`src/include/ctr_pkg.sv`:
```
package ctr_pkg;

  // register file addresses
  localparam logic [7:0] PTR_ADDR = 8'hfd;

  // expanded bank codes held in the pointer low nibble
  localparam logic [3:0] BANK_NORMAL = 4'h0;
  localparam logic [3:0] BANK_TIMER = 4'hd;
  localparam logic [3:0] BANK_F = 4'hf;

  // locations inside the timer bank
  localparam logic [3:0] LOC_T8_CTRL = 4'h0;
  localparam logic [3:0] LOC_SHARED_CTRL = 4'h1;
  localparam logic [3:0] LOC_T16_CTRL = 4'h2;
  localparam logic [3:0] LOC_RESERVED = 4'h3;
  localparam logic [3:0] LOC_T8_LOW = 4'h4;
  localparam logic [3:0] LOC_T8_HIGH = 4'h5;
  localparam logic [3:0] LOC_T16_LOW = 4'h6;
  localparam logic [3:0] LOC_T16_HIGH = 4'h7;

  // control register fields, shared by both timer control registers
  localparam int BIT_RUN = 7;
  localparam int BIT_SINGLE = 6;
  localparam int BIT_TIMEOUT = 5;
  localparam int BIT_CLK_HI = 4;
  localparam int BIT_CLK_LO = 3;
  localparam int BIT_CAP_MASK = 2;
  localparam int BIT_TO_MASK = 1;
  localparam int BIT_PIN_ROUTE = 0;

  // shared control fields
  localparam int BIT_DEMOD = 7;
  localparam int BIT_T8_INIT = 1;
  localparam int BIT_T16_INIT = 0;

  // values after reset
  localparam logic [7:0] PTR_RESET = 8'h00;
  localparam logic [7:0] CTRL_RESET = 8'h00;
  localparam logic [7:0] HOLD_RESET = 8'h00;
  localparam logic [2:0] PRESCALE_RESET = 3'h0;

  // prescale codes
  localparam logic [1:0] DIV1 = 2'h0;
  localparam logic [1:0] DIV2 = 2'h1;
  localparam logic [1:0] DIV4 = 2'h2;
  localparam logic [1:0] DIV8 = 2'h3;

  // register access request from the core
  typedef struct packed {
    logic wr;
    logic rd;
    logic short_addr;
    logic [7:0] addr;
    logic [7:0] wdata;
  } ctr_req_s;

  // resolved register file target
  typedef struct packed {
    logic normal_sel;
    logic bank_f_sel;
    logic [7:0] addr;
  } ctr_route_s;

endpackage

```
`src/logic/ctr_timer_regs.sv`:
```
// Function
// [RULE_01] pointer nibble zero selects normal file
// [RULE_02] nonzero nibble swaps low sixteen to bank
// [RULE_03] pointer high nibble picks working group
// [RULE_04] only banks 0, F, D exist
// [RULE_05] bank D locations 0-2 are controls
// [RULE_06] location 06 holds long reload low byte
// [RULE_07] location 05 holds short high count
// [RULE_08] location 04 holds short low count
// [RULE_09] short timer run bit starts/stops
// [RULE_10] short timer single-pass or repeat select
// [RULE_11] short timeout flag, write one clears
// [RULE_12] short timer prescale 1, 2, 4, 8
// [RULE_13] short capture interrupt mask
// [RULE_14] long timer run bit starts/stops
// [RULE_15] long single-pass or repeat in transmit
// [RULE_16] demodulation: bit 6 ignores later edges
// [RULE_17] long timeout flag, write one clears
// [RULE_18] long timer prescale 1, 2, 4, 8
// [RULE_19] long capture interrupt mask
// [RULE_20] long timeout interrupt mask
// [RULE_21] route bit zero gives port data
// [RULE_22] route bit one gives long timer output
// [RULE_23] long timer stops or reloads at zero
// [RULE_24] short timer toggles, reloads by level
// [RULE_25] software avoids count one; zero wraps
// [RULE_26] reserved location reads zero
module ctr_timer_regs (
  // clock and reset
  input wire logic i_clk,
  input wire logic i_srst,
  // register access
  input ctr_pkg::ctr_req_s i_req,
  output logic [7:0] o_rdata,
  output ctr_pkg::ctr_route_s o_route,
  // timer events
  input wire logic i_t8_capture,
  input wire logic i_t16_edge,
  input wire logic i_port3_bit5_data,
  // outputs
  output logic o_short_timer_output,
  output logic o_long_timer_output,
  output logic o_port3_bit5_pin,
  output logic o_t8_timeout_irq,
  output logic o_t8_capture_irq,
  output logic o_t16_timeout_irq,
  output logic o_t16_capture_irq,
  output logic [15:0] o_t16_capture
);

  function automatic logic prescale_tick(input logic [1:0] sel,
                                         input logic [2:0] cnt);
    unique case (sel)
      ctr_pkg::DIV1: prescale_tick = 1'b1;
      ctr_pkg::DIV2: prescale_tick = cnt[0];
      ctr_pkg::DIV4: prescale_tick = &cnt[1:0];
      ctr_pkg::DIV8: prescale_tick = &cnt;
    endcase
  endfunction

  logic [7:0] bank_group_pointer_q, timer8_control_q, timer16_control_q;
  logic [7:0] timer_shared_control_q, timer8_low_hold_q, timer8_high_hold_q;
  logic [7:0] timer16_low_byte_hold_q, timer16_high_byte_hold_q;
  logic [2:0] prescale_q;
  logic [7:0] t8_count_q, t8_dec, eff_addr;
  logic [15:0] t16_count_q, t16_dec;
  logic t16_seen_edge_q, low_area, timer_hit, ptr_hit;
  logic [3:0] loc;
  logic wr_t8, wr_t16;
  logic t8_tick, t16_tick, t8_term, t16_term;
  logic t8_start, t16_start, demod, t16_take_edge;

  // address resolution
  always_comb
  begin
    eff_addr = i_req.short_addr ?
      {bank_group_pointer_q[7:4], i_req.addr[3:0]} : i_req.addr; // RULE_03
    low_area = (eff_addr[7:4] == 4'h0);
    timer_hit = low_area &&
      (bank_group_pointer_q[3:0] == ctr_pkg::BANK_TIMER); // RULE_02 RULE_04
    ptr_hit = (eff_addr == ctr_pkg::PTR_ADDR);
    loc = eff_addr[3:0];
  end

  assign wr_t8 = i_req.wr && timer_hit && (loc == ctr_pkg::LOC_T8_CTRL);
  assign wr_t16 = i_req.wr && timer_hit && (loc == ctr_pkg::LOC_T16_CTRL);

  // route the access to the register file or bank F
  always_ff @(posedge i_clk)
  begin
    if (i_srst)
    begin
      o_route <= '0;
    end
    else
    begin
      o_route.normal_sel <= (i_req.wr || i_req.rd) && !ptr_hit &&
        (!low_area ||
         bank_group_pointer_q[3:0] == ctr_pkg::BANK_NORMAL); // RULE_01
      o_route.bank_f_sel <= (i_req.wr || i_req.rd) && low_area &&
        (bank_group_pointer_q[3:0] == ctr_pkg::BANK_F); // RULE_04
      o_route.addr <= eff_addr;
    end
  end

  // pointer register
  always_ff @(posedge i_clk)
  begin
    if (i_srst)
    begin
      bank_group_pointer_q <= ctr_pkg::PTR_RESET;
    end
    else if (i_req.wr && ptr_hit)
    begin
      bank_group_pointer_q <= i_req.wdata;
    end
  end

  // hold registers
  always_ff @(posedge i_clk)
  begin
    if (i_srst)
    begin
      timer8_low_hold_q <= ctr_pkg::HOLD_RESET;
      timer8_high_hold_q <= ctr_pkg::HOLD_RESET;
      timer16_low_byte_hold_q <= ctr_pkg::HOLD_RESET;
      timer16_high_byte_hold_q <= ctr_pkg::HOLD_RESET;
      timer_shared_control_q <= ctr_pkg::CTRL_RESET;
    end
    else if (i_req.wr && timer_hit)
    begin
      unique case (loc)
        ctr_pkg::LOC_T8_LOW: timer8_low_hold_q <= i_req.wdata; // RULE_08
        ctr_pkg::LOC_T8_HIGH: timer8_high_hold_q <= i_req.wdata; // RULE_07
        ctr_pkg::LOC_T16_LOW:
          timer16_low_byte_hold_q <= i_req.wdata; // RULE_06
        ctr_pkg::LOC_T16_HIGH: timer16_high_byte_hold_q <= i_req.wdata;
        ctr_pkg::LOC_SHARED_CTRL: timer_shared_control_q <= i_req.wdata;
        default: ;
      endcase
    end
  end

  // read port
  always_ff @(posedge i_clk)
  begin
    if (i_srst)
    begin
      o_rdata <= 8'h00;
    end
    else if (i_req.rd)
    begin
      if (ptr_hit)
      begin
        o_rdata <= bank_group_pointer_q;
      end
      else if (timer_hit)
      begin
        unique case (loc)
          ctr_pkg::LOC_T8_CTRL: o_rdata <= timer8_control_q; // RULE_05
          ctr_pkg::LOC_SHARED_CTRL: o_rdata <= timer_shared_control_q;
          ctr_pkg::LOC_T16_CTRL: o_rdata <= timer16_control_q;
          ctr_pkg::LOC_T8_LOW: o_rdata <= timer8_low_hold_q;
          ctr_pkg::LOC_T8_HIGH: o_rdata <= timer8_high_hold_q;
          ctr_pkg::LOC_T16_LOW: o_rdata <= timer16_low_byte_hold_q;
          ctr_pkg::LOC_T16_HIGH: o_rdata <= timer16_high_byte_hold_q;
          default: o_rdata <= 8'h00; // RULE_26
        endcase
      end
      else
      begin
        o_rdata <= 8'h00;
      end
    end
  end

  // shared prescaler
  always_ff @(posedge i_clk)
  begin
    if (i_srst)
    begin
      prescale_q <= ctr_pkg::PRESCALE_RESET;
    end
    else
    begin
      prescale_q <= prescale_q + 3'h1;
    end
  end

  assign t8_tick = prescale_tick(
    timer8_control_q[ctr_pkg::BIT_CLK_HI:ctr_pkg::BIT_CLK_LO],
    prescale_q); // RULE_12
  assign t16_tick = prescale_tick(
    timer16_control_q[ctr_pkg::BIT_CLK_HI:ctr_pkg::BIT_CLK_LO],
    prescale_q); // RULE_18
  assign t8_dec = t8_count_q - 8'h01;
  assign t16_dec = t16_count_q - 16'h0001;
  // zero start wraps to the top without a timeout
  assign t8_term = timer8_control_q[ctr_pkg::BIT_RUN] && t8_tick &&
    (t8_dec == 8'h00); // RULE_25
  assign t16_term = timer16_control_q[ctr_pkg::BIT_RUN] && !demod &&
    t16_tick && (t16_dec == 16'h0000); // RULE_25
  assign t8_start = wr_t8 && i_req.wdata[ctr_pkg::BIT_RUN] &&
    !timer8_control_q[ctr_pkg::BIT_RUN];
  assign t16_start = wr_t16 && i_req.wdata[ctr_pkg::BIT_RUN] &&
    !timer16_control_q[ctr_pkg::BIT_RUN];
  assign demod = timer_shared_control_q[ctr_pkg::BIT_DEMOD];
  assign t16_take_edge = timer16_control_q[ctr_pkg::BIT_RUN] && demod &&
    i_t16_edge &&
    (!t16_seen_edge_q || !timer16_control_q[ctr_pkg::BIT_SINGLE]); // RULE_16

  // short timer control register
  always_ff @(posedge i_clk)
  begin
    if (i_srst)
    begin
      timer8_control_q <= ctr_pkg::CTRL_RESET;
    end
    else
    begin
      if (wr_t8)
      begin
        timer8_control_q[ctr_pkg::BIT_RUN] <=
          i_req.wdata[ctr_pkg::BIT_RUN]; // RULE_09
        timer8_control_q[ctr_pkg::BIT_SINGLE] <=
          i_req.wdata[ctr_pkg::BIT_SINGLE]; // RULE_10
        timer8_control_q[4:0] <= i_req.wdata[4:0]; // RULE_12 RULE_13
      end
      else if (t8_term && timer8_control_q[ctr_pkg::BIT_SINGLE])
      begin
        timer8_control_q[ctr_pkg::BIT_RUN] <= 1'b0;
      end
      // a timeout in the clearing cycle survives
      if (t8_term)
      begin
        timer8_control_q[ctr_pkg::BIT_TIMEOUT] <= 1'b1; // RULE_11
      end
      else if (wr_t8 && i_req.wdata[ctr_pkg::BIT_TIMEOUT])
      begin
        timer8_control_q[ctr_pkg::BIT_TIMEOUT] <= 1'b0; // RULE_11
      end
    end
  end

  // short timer counter and output
  always_ff @(posedge i_clk)
  begin
    if (i_srst)
    begin
      t8_count_q <= 8'h00;
      o_short_timer_output <= 1'b0;
    end
    else if (t8_start)
    begin
      o_short_timer_output <=
        timer_shared_control_q[ctr_pkg::BIT_T8_INIT];
      t8_count_q <= timer_shared_control_q[ctr_pkg::BIT_T8_INIT] ?
        timer8_high_hold_q : timer8_low_hold_q;
    end
    else if (t8_term)
    begin
      o_short_timer_output <= !o_short_timer_output; // RULE_24
      t8_count_q <= o_short_timer_output ?
        timer8_low_hold_q : timer8_high_hold_q; // RULE_24
    end
    else if (timer8_control_q[ctr_pkg::BIT_RUN] && t8_tick)
    begin
      t8_count_q <= t8_dec;
    end
  end

  // long timer control register
  always_ff @(posedge i_clk)
  begin
    if (i_srst)
    begin
      timer16_control_q <= ctr_pkg::CTRL_RESET;
    end
    else
    begin
      if (wr_t16)
      begin
        timer16_control_q[ctr_pkg::BIT_RUN] <=
          i_req.wdata[ctr_pkg::BIT_RUN]; // RULE_14
        timer16_control_q[ctr_pkg::BIT_SINGLE] <=
          i_req.wdata[ctr_pkg::BIT_SINGLE]; // RULE_15
        timer16_control_q[4:0] <=
          i_req.wdata[4:0]; // RULE_18 RULE_19 RULE_20 RULE_21
      end
      else if (t16_term && timer16_control_q[ctr_pkg::BIT_SINGLE])
      begin
        timer16_control_q[ctr_pkg::BIT_RUN] <= 1'b0; // RULE_23
      end
      if (t16_term)
      begin
        timer16_control_q[ctr_pkg::BIT_TIMEOUT] <= 1'b1; // RULE_17
      end
      else if (wr_t16 && i_req.wdata[ctr_pkg::BIT_TIMEOUT])
      begin
        timer16_control_q[ctr_pkg::BIT_TIMEOUT] <= 1'b0; // RULE_17
      end
    end
  end

  // long timer counter, capture and output
  always_ff @(posedge i_clk)
  begin
    if (i_srst)
    begin
      t16_count_q <= 16'h0000;
      t16_seen_edge_q <= 1'b0;
      o_t16_capture <= 16'h0000;
      o_long_timer_output <= 1'b0;
    end
    else if (t16_start)
    begin
      t16_seen_edge_q <= 1'b0;
      o_long_timer_output <=
        timer_shared_control_q[ctr_pkg::BIT_T16_INIT];
      t16_count_q <= {timer16_high_byte_hold_q, timer16_low_byte_hold_q};
    end
    else if (t16_take_edge)
    begin
      t16_seen_edge_q <= 1'b1;
      if (t16_seen_edge_q)
      begin
        o_t16_capture <= ~t16_count_q;
      end
      t16_count_q <= 16'hffff;
    end
    else if (t16_term)
    begin
      o_long_timer_output <= !o_long_timer_output;
      // single pass holds at zero, repeat reloads
      t16_count_q <= timer16_control_q[ctr_pkg::BIT_SINGLE] ? 16'h0000 :
        {timer16_high_byte_hold_q, timer16_low_byte_hold_q}; // RULE_23
    end
    else if (timer16_control_q[ctr_pkg::BIT_RUN] && t16_tick)
    begin
      t16_count_q <= t16_dec;
    end
  end

  // interrupt requests and pin
  always_ff @(posedge i_clk)
  begin
    if (i_srst)
    begin
      o_t8_timeout_irq <= 1'b0;
      o_t8_capture_irq <= 1'b0;
      o_t16_timeout_irq <= 1'b0;
      o_t16_capture_irq <= 1'b0;
      o_port3_bit5_pin <= 1'b0;
    end
    else
    begin
      o_t8_timeout_irq <= t8_term &&
        timer8_control_q[ctr_pkg::BIT_TO_MASK];
      o_t8_capture_irq <= i_t8_capture &&
        timer8_control_q[ctr_pkg::BIT_CAP_MASK]; // RULE_13
      o_t16_timeout_irq <= t16_term &&
        timer16_control_q[ctr_pkg::BIT_TO_MASK]; // RULE_20
      o_t16_capture_irq <= t16_take_edge && t16_seen_edge_q &&
        timer16_control_q[ctr_pkg::BIT_CAP_MASK]; // RULE_19
      o_port3_bit5_pin <= timer16_control_q[ctr_pkg::BIT_PIN_ROUTE] ?
        o_long_timer_output : i_port3_bit5_data; // RULE_21 RULE_22
    end
  end
endmodule

```
`config.mk`:
```
export PLATFORM = sky130hd
export DESIGN_NAME = ctr_timer_regs
export DESIGN_NICKNAME = d
export VERILOG_FILES = /design/src/include/ctr_pkg.sv /design/src/logic/ctr_timer_regs.sv
export SDC_FILE = /design/constraint.sdc
export NUM_CORES = 1
export LEC_CHECK = 0
export BUFFER_PORTS_ARGS = -buffer_cell sky130_fd_sc_hd__buf_2
export CAP_MARGIN = 20
export CELL_PAD_IN_SITES_DETAIL_PLACEMENT = 0
export CELL_PAD_IN_SITES_GLOBAL_PLACEMENT = 1
export CORE_MARGIN = 3
export CORE_UTILIZATION = 45
export DETAILED_ROUTE_END_ITERATION = 7
export PLACE_DENSITY = 0.85
export SYNTH_ARGS = -nofsm -noshare
export SYNTH_HDL_FRONTEND = slang
export SYNTH_SLANG_ARGS = --single-unit
```
`constraint.sdc`:
```
create_clock -name i_clk -period 4.1 [get_ports i_clk]
set_input_delay 0.615 -clock i_clk [delete_from_list [all_inputs] [get_ports i_clk]]
set_output_delay 0.615 -clock i_clk [all_outputs]
set_load 0.02 [all_outputs]
```
# Yosys cells after proc, flatten, opt, wreduce, memory -nomap -nowiden

Index checks and enable logic that the tools add are counted.

Logic and storage cells: 147
Bits in writable memories: 0
Bits in latches: 0
Bits in registers: 133
Memory bits (read-only): 0
Input bits: 24
Memories: 0

Divide/modulo/power cells: 0
Muxes and demuxes: 30
Equality and inequality tests: 16
Shifts and indexed selects: 0
Reductions and logical operators: 68
Add/subtract/negate cells: 3
Bitwise logic cells: 2
Magnitude comparators: 0
$mul: 0

Operators with widths:

| cell                                               | number |
|---|---|
| 2-to-1 mux 16 bit                                  | 5 |
| 2-to-1 mux 8 bit                                   | 8 |
| case mux 8 bit (7 select lines)                    | 1 |
| logical AND 1 bit                                  | 31 |
| == test 4 x 3 -> 1 bit, second input constant      | 4 |
| zero test 16 bit                                   | 1 |
| NOT 16 bit                                         | 1 |
| subtractor 16 x 1 -> 16 bit, second input constant | 1 |
| 2-to-1 mux 1 bit                                   | 14 |
| AND reduction 2 bit                                | 7 |
| zero test 4 bit                                    | 3 |
| nonzero test 2 bit                                 | 6 |
| zero test 1 bit                                    | 9 |
| == test 2 bit, second input constant               | 4 |
| == test 4 bit, second input constant               | 2 |
| == test 8 bit, second input constant               | 1 |
| zero test 8 bit                                    | 1 |
| case mux 1 bit (4 select lines)                    | 2 |
| subtractor 8 x 1 -> 8 bit, second input constant   | 1 |
| AND reduction 3 bit                                | 2 |
| == test 2 x 1 -> 1 bit, second input constant      | 2 |
| == test 4 x 1 -> 1 bit, second input constant      | 1 |
| == test 4 x 2 -> 1 bit, second input constant      | 1 |
| zero test 2 bit                                    | 2 |
| 7 further kinds                                    | 9 |

# Depth between registers and ports, before layout

Word-level depth: 9
Depth in mapped cells: 12
Gate-level depth less buffers: 9

# Worst setup path before layout

OpenSTA, ideal clock, no wires.

Kind: reg-to-reg
Start: reg t16_count_q[0]
End: reg t16_count_q[8]
Data required time: 4.027 ns
Slack: 1.301 ns
Stages on the path, launching flop included: 13
Clock period less this slack: 2.799 ns
Arrival time: 2.726 ns
Path through: dfxtp_1 > clkbuf_1 > inv_1 > ha_1 > buf_2 > or4b_2 > o31a_1 > a31oi_2 > nand4_2 > o41ai_4 > buf_6 > a21oi_1 > nor3_2

Cells in the longest elaborated chain, start to end: 6

Ends and longest elaborated chain:

| item                            | RTL line              | source |
|---|---|---|
| from (decl)                     | ctr_timer_regs.sv:66  | `logic [15:0] t16_count_q, t16_dec;` |
| from (signal assigned)          | ctr_timer_regs.sv:320 | `t16_count_q <= {timer16_high_byte_hold_q, timer16_low_byte_hold_q};` |
| from (signal assigned)          | ctr_timer_regs.sv:335 | `t16_count_q <= timer16_control_q[ctr_pkg::BIT_SINGLE] ? 16'h0000 :` |
| from (signal assigned)          | ctr_timer_regs.sv:340 | `t16_count_q <= t16_dec;` |
| subtractor 16 x 1 -> 16 bit (*) | ctr_timer_regs.sv:197 | `assign t16_dec = t16_count_q - 16'h0001;` |
| via t16_dec[0]                  | ctr_timer_regs.sv:66  |  |
| zero test 16 bit (*)            | ctr_timer_regs.sv:202 | `t16_tick && (t16_dec == 16'h0000);` |
| logical AND 1 bit (*)           | ctr_timer_regs.sv:202 |  |
| 2-to-1 mux 16 bit               | ctr_timer_regs.sv:331 | `else if (t16_term)` |
| 2-to-1 mux 16 bit               | ctr_timer_regs.sv:322 | `else if (t16_take_edge)` |
| 2-to-1 mux 16 bit               | ctr_timer_regs.sv:315 | `else if (t16_start)` |

The timed path passes the listed nets; every way through them passes the cells marked *. The select of a mux whose other input is x is not followed.
A chain may end at the register's enable or synchronous reset.

# Worst setup path after layout

Start: in i_req[12] (netlist name)
End: reg t16_count_q[7]

Cells in the longest elaborated chain, start to end: 8

Ends and longest elaborated chain:

| item                                                                     | RTL line              | source |
|---|---|---|
| from (decl)                                                              | ctr_timer_regs.sv:33  | `input ctr_pkg::ctr_req_s i_req,` |
| 2-to-1 mux 8 bit (*)                                                     | ctr_timer_regs.sv:76  | `eff_addr = i_req.short_addr ?` |
| zero test 4 bit (*)                                                      | ctr_timer_regs.sv:78  | `low_area = (eff_addr[7:4] == 4'h0);` |
| logical AND 1 bit (*)                                                    | ctr_timer_regs.sv:79  | `timer_hit = low_area &&` |
| logical AND 1 bit (*) (2 in series)                                      | ctr_timer_regs.sv:86  | `assign wr_t16 = i_req.wr && timer_hit && (loc == ctr_pkg::LOC_T16_CTRL);` |
| logical AND 1 bit (*) (2 in series)                                      | ctr_timer_regs.sv:205 | `assign t16_start = wr_t16 && i_req.wdata[ctr_pkg::BIT_RUN] &&` |
| nonzero test 4 bit (no line) / 2-to-1 mux 16 bit (equally long branches) | --                    |  |

Every way passes the cells marked *; elsewhere a longest branch is shown, timed or not.

==> metrics.md <==
| Metric | Value |
|---|---|
| Status | `finished, final reports clean` |
| Drt total wl | `18670 µm` |
| Share of cells above drive strength 1 | `14.66%` |
| CP Max Fanout | `14` |
| Total Routing Usage GR | `about a quarter` |
| Clock skew | `0.004832 ns` |
| Port bufs | `64` |
| Fill count | `1311` |
| Worst reg-to-reg path cell count | `9` |
| FMAX | `0.2973 GHz` |
| Power per Cell Area | `383.8 mW/mm²` |
| Net Count, Synth | `823` |
| Final setup violation count | `0` |
| Num rows | `43` |
| Fin crit period | `around 3.4 ns` |
| Clock power share | `50.8%` |
| Final Power | `2902 µW` |
| Sink Count | `133` |
| P_sw | `645.1 µW` |
| Top cell type's share of synthesized area | `40.05%` |
| Combinational Power Share | `4.1%` |
| DRC | `0` |
| CTS tree | `yes` |
| Post-CTS setup buffers | `0` |
| Post-DR vias/cell | `5.915` |
| Post-synth EDFFs | `0` |
| Vias | `5986` |
| Worst slew margin | `33.61%` |
| CP endpoint kind | `flop` |
| Die area | `roughly 0.016 mm²` |
| Cts hold-fix bufs | `0` |
| Initial Utilization | `46.98%` |
| Worst hold start | `i_t8_capture` |
| Hold depth | `2` |
| Clk buf depth | `2` |
| First-pass GRT wire length | `roughly 30000 µm` |
| Asr flop ratio synth | `0%` |
| Area Growth Syn to Fin | `13.74%` |
| Sw Ratio | `~22%` |
| Worst Hold End | `o_t8_capture_irq` |
| CTS root buf | `clkbuf_16` |
| Max Cap Viol | `0` |
| Pin count of the biggest net entering global routing | `slightly below 90` |
| Reg-to-reg critical path endpoint | `t16_count_q[2]` |
| Tcrit/Tclk final | `82.03%` |
| Register area share after synthesis | `between 40% and 50%` |
| Core ar. | `0.01415 mm²` |
| Fin Setup TNS | `0 ns` |
| Post-DP Area | `0.006992 mm²` |
| Gpl congestion | `0.8988` |
| WP data required | `4.43 ns` |
| CTS resizes | `0` |
| Slew Limit Fails | `0` |
| Syn avg cell area | `8.383 µm²` |
| Max H-tree Level | `4` |
| Worst path arrival time | `3.69 ns` |
| Cell taking the most area after synthesis | `dfxtp_1` |
| VDD IR max | `0.2637 mV` |
| Type of origin of the critical path | `input pin` |
| Synthesized area | `0.006648 mm²` |
| Nets | `about 850` |
| Initial DRT Pass Iterations | `5` |
| Dpl ws | `0.3364 ns` |
| Post-Place Cells | `980` |
| DR WL/cell | `18.45 µm` |
| Worst-Margin Slew | `0.9938 ns` |
| Setup CP Type | `in -> reg` |
| Remaining Overflow, GRT | `0` |
| Pint | `2257 µW` |
| Clk pin slew, worst setup/hold paths | `0.06 ns` |
| Reg2Reg Launch Point | `t16_count_q[1]` |
| Synth Warn # | `0` |
| Post-synthesis register bit count | `about 130` |
| Reg2Reg Setup Slack | `0.75 ns` |
| Largest regs | `o_t16_capture (16), t16_count_q (16), o_route (10)` |
| DP Wirelength | `13090 µm` |
| Die height | `roughly 130 µm` |
| Remaining antenna violation count | `0` |
| Flop pwr share | `45.1%` |
| Initial antenna violation count | `0` |
| Synth area leaders | `dfxtp_1, mux2i_1, nor2_1` |
| Syn Inst Count | `about 790` |
| Vias in the first global route | `5701` |
| Count of final hold-check violations | `0` |
| DR iter-0 viols | `424` |
| Cts bufs inserted | `17` |
| Ant. Diodes | `0` |
| Finished Cell Area | `approximately 0.0076 mm²` |
| Worst setup margin | `roughly 0.74 ns` |
| Post-synth top flop | `dfxtp_1` |
| Cell variety after synth | `62` |
| Post-route insts no fill | `approximately 1.0k` |
| Num ports | `65` |
| Worst skew pair latency | `0.42 ns` |
| Leakage power | `0.003288 µW` |
| Die Span X | `127.5 µm` |
| RSZ-0062 raised after global routing | `false` |
| HP Class | `in -> reg` |
| Worst Setup SP | `i_req[12]` |
-- cell usage in the layout, fill, tap and decap left out, drive strengths merged, types with 17 or more instances in the layout --
cell and instances:
dfxtp 133, mux2i 72, nor2 150, a211oi 26, nor3 26, a21oi 73
clkbuf 22, o21ai 17, buf 71, nand2 32, nand3 30
-- final cells by class --
cell class	instances	area [µm²]	area share [%]
clock buffers	22	464.2	6.139
clock inverters	10	105.1	1.390
inverters	12	45.04	0.5957
multi-input cells	584	3684	48.72
flip-flops and latches	133	2663	35.21
well taps	180	225.2	2.979
repair buffers	71	375.4	4.964
-- synthesized netlist by cell type, types with 2 or more instances --
master       n
and3b_1      5
nand2_1     32
nor3_2       3
a2bb2oi_1    5
a211o_1      2
mux2i_1     72
a222oi_1     2
o21ba_2      2
or3_1        3
o221ai_1     2
dfxtp_1    133
nand3_1     30
o21ai_0     17
buf_1        4
nand4b_1     2
xnor2_1     10
nand2b_1     4
or4_1        2
nor4_1      10
nor3b_1      7
nor2b_1     15
nand4_1      9
a21oi_1     73
a31oi_1      4
a221oi_1     3
inv_1       12
nand3b_1     6
clkbuf_1    52
xor2_1       8
a22oi_1      6
nor2_1     150
and3_1       4
o211ai_1     4
mux4_2       2
nor3b_2      2
ha_1         6
buf_2        6
mux2_2       7
o21a_1       3
a211oi_1    26
o22ai_1      2
nor4b_1      3
o31a_1       2
nor3_1      23
-- kinds of logic (layout without fill, tap and decap cells) --
group / Yosys count / in the layout / share of synthesized area, %
compound gates: 163 / 163 / 15.94
xor+xnor: 18 / 18 / 2.372
fa+ha+maj: 6 / 6 / 1.129
buf+inv: 76 / 115 / 4.536
flops: 133 / 133 / 40.05
mux: 81 / 81 / 12.70
simple gates: 316 / 316 / 23.26
-- how the worst max path moves through the flow --
stage                endpoint  slack (ns)  cells past startpoint
6_report       t16_count_q[7]        0.74                      8
5_1_grt        t16_count_q[4]        0.45                      9
4_1_cts        t16_count_q[7]        0.77                      8
3_5_place_dp   t16_count_q[7]        0.34                      8
3_3_place_gp   t16_count_q[7]        0.46                      8
2_1_floorplan  t16_count_q[8]        1.30                     12
-- critical path: stages --
cell and delay [ns]:
buf_2 0.11, or4_1 0.56, a211o_1 0.39, nor3b_2 0.63, nand4_1 0.46, nand3_1 0.61
nor2_1 0.09, a211oi_1 0.22
-- through the flow --
step,hold slack (ns),util (%)
floorplan,0.4283,-
global placement,0.4477,49.41
detailed placement,0.4516,49.41
CTS,0.4234,53.44
global route,0.4534,53.44
finish,0.4386,53.44
-- power by group through the flow --
stage	clock network (µW)	logic, µW	registers [µW]
2_1_floorplan	0	65.7	1350
3_3_place_gp	0	116	1340
3_5_place_dp	0	118	1340
4_1_cts	1490	119	1310
5_1_grt	1550	130	1310
6_report	1470	120	1310
-- layer usage --
layer | routed length (µm) | up-vias | track usage [%] | share of wire, %
met2 | 8223 | 209 | 35.37 | 44
met1 | 8925 | 2860 | 33.00 | 48
met3 | 1076 | 35 | 4.473 | 5.8
met5 | 0 | - | 0 | 0
met4 | 448 | 0 | 9.401 | 2.4
li1 | - | 2882 | - | -
Power figures use the tool's default switching activity.
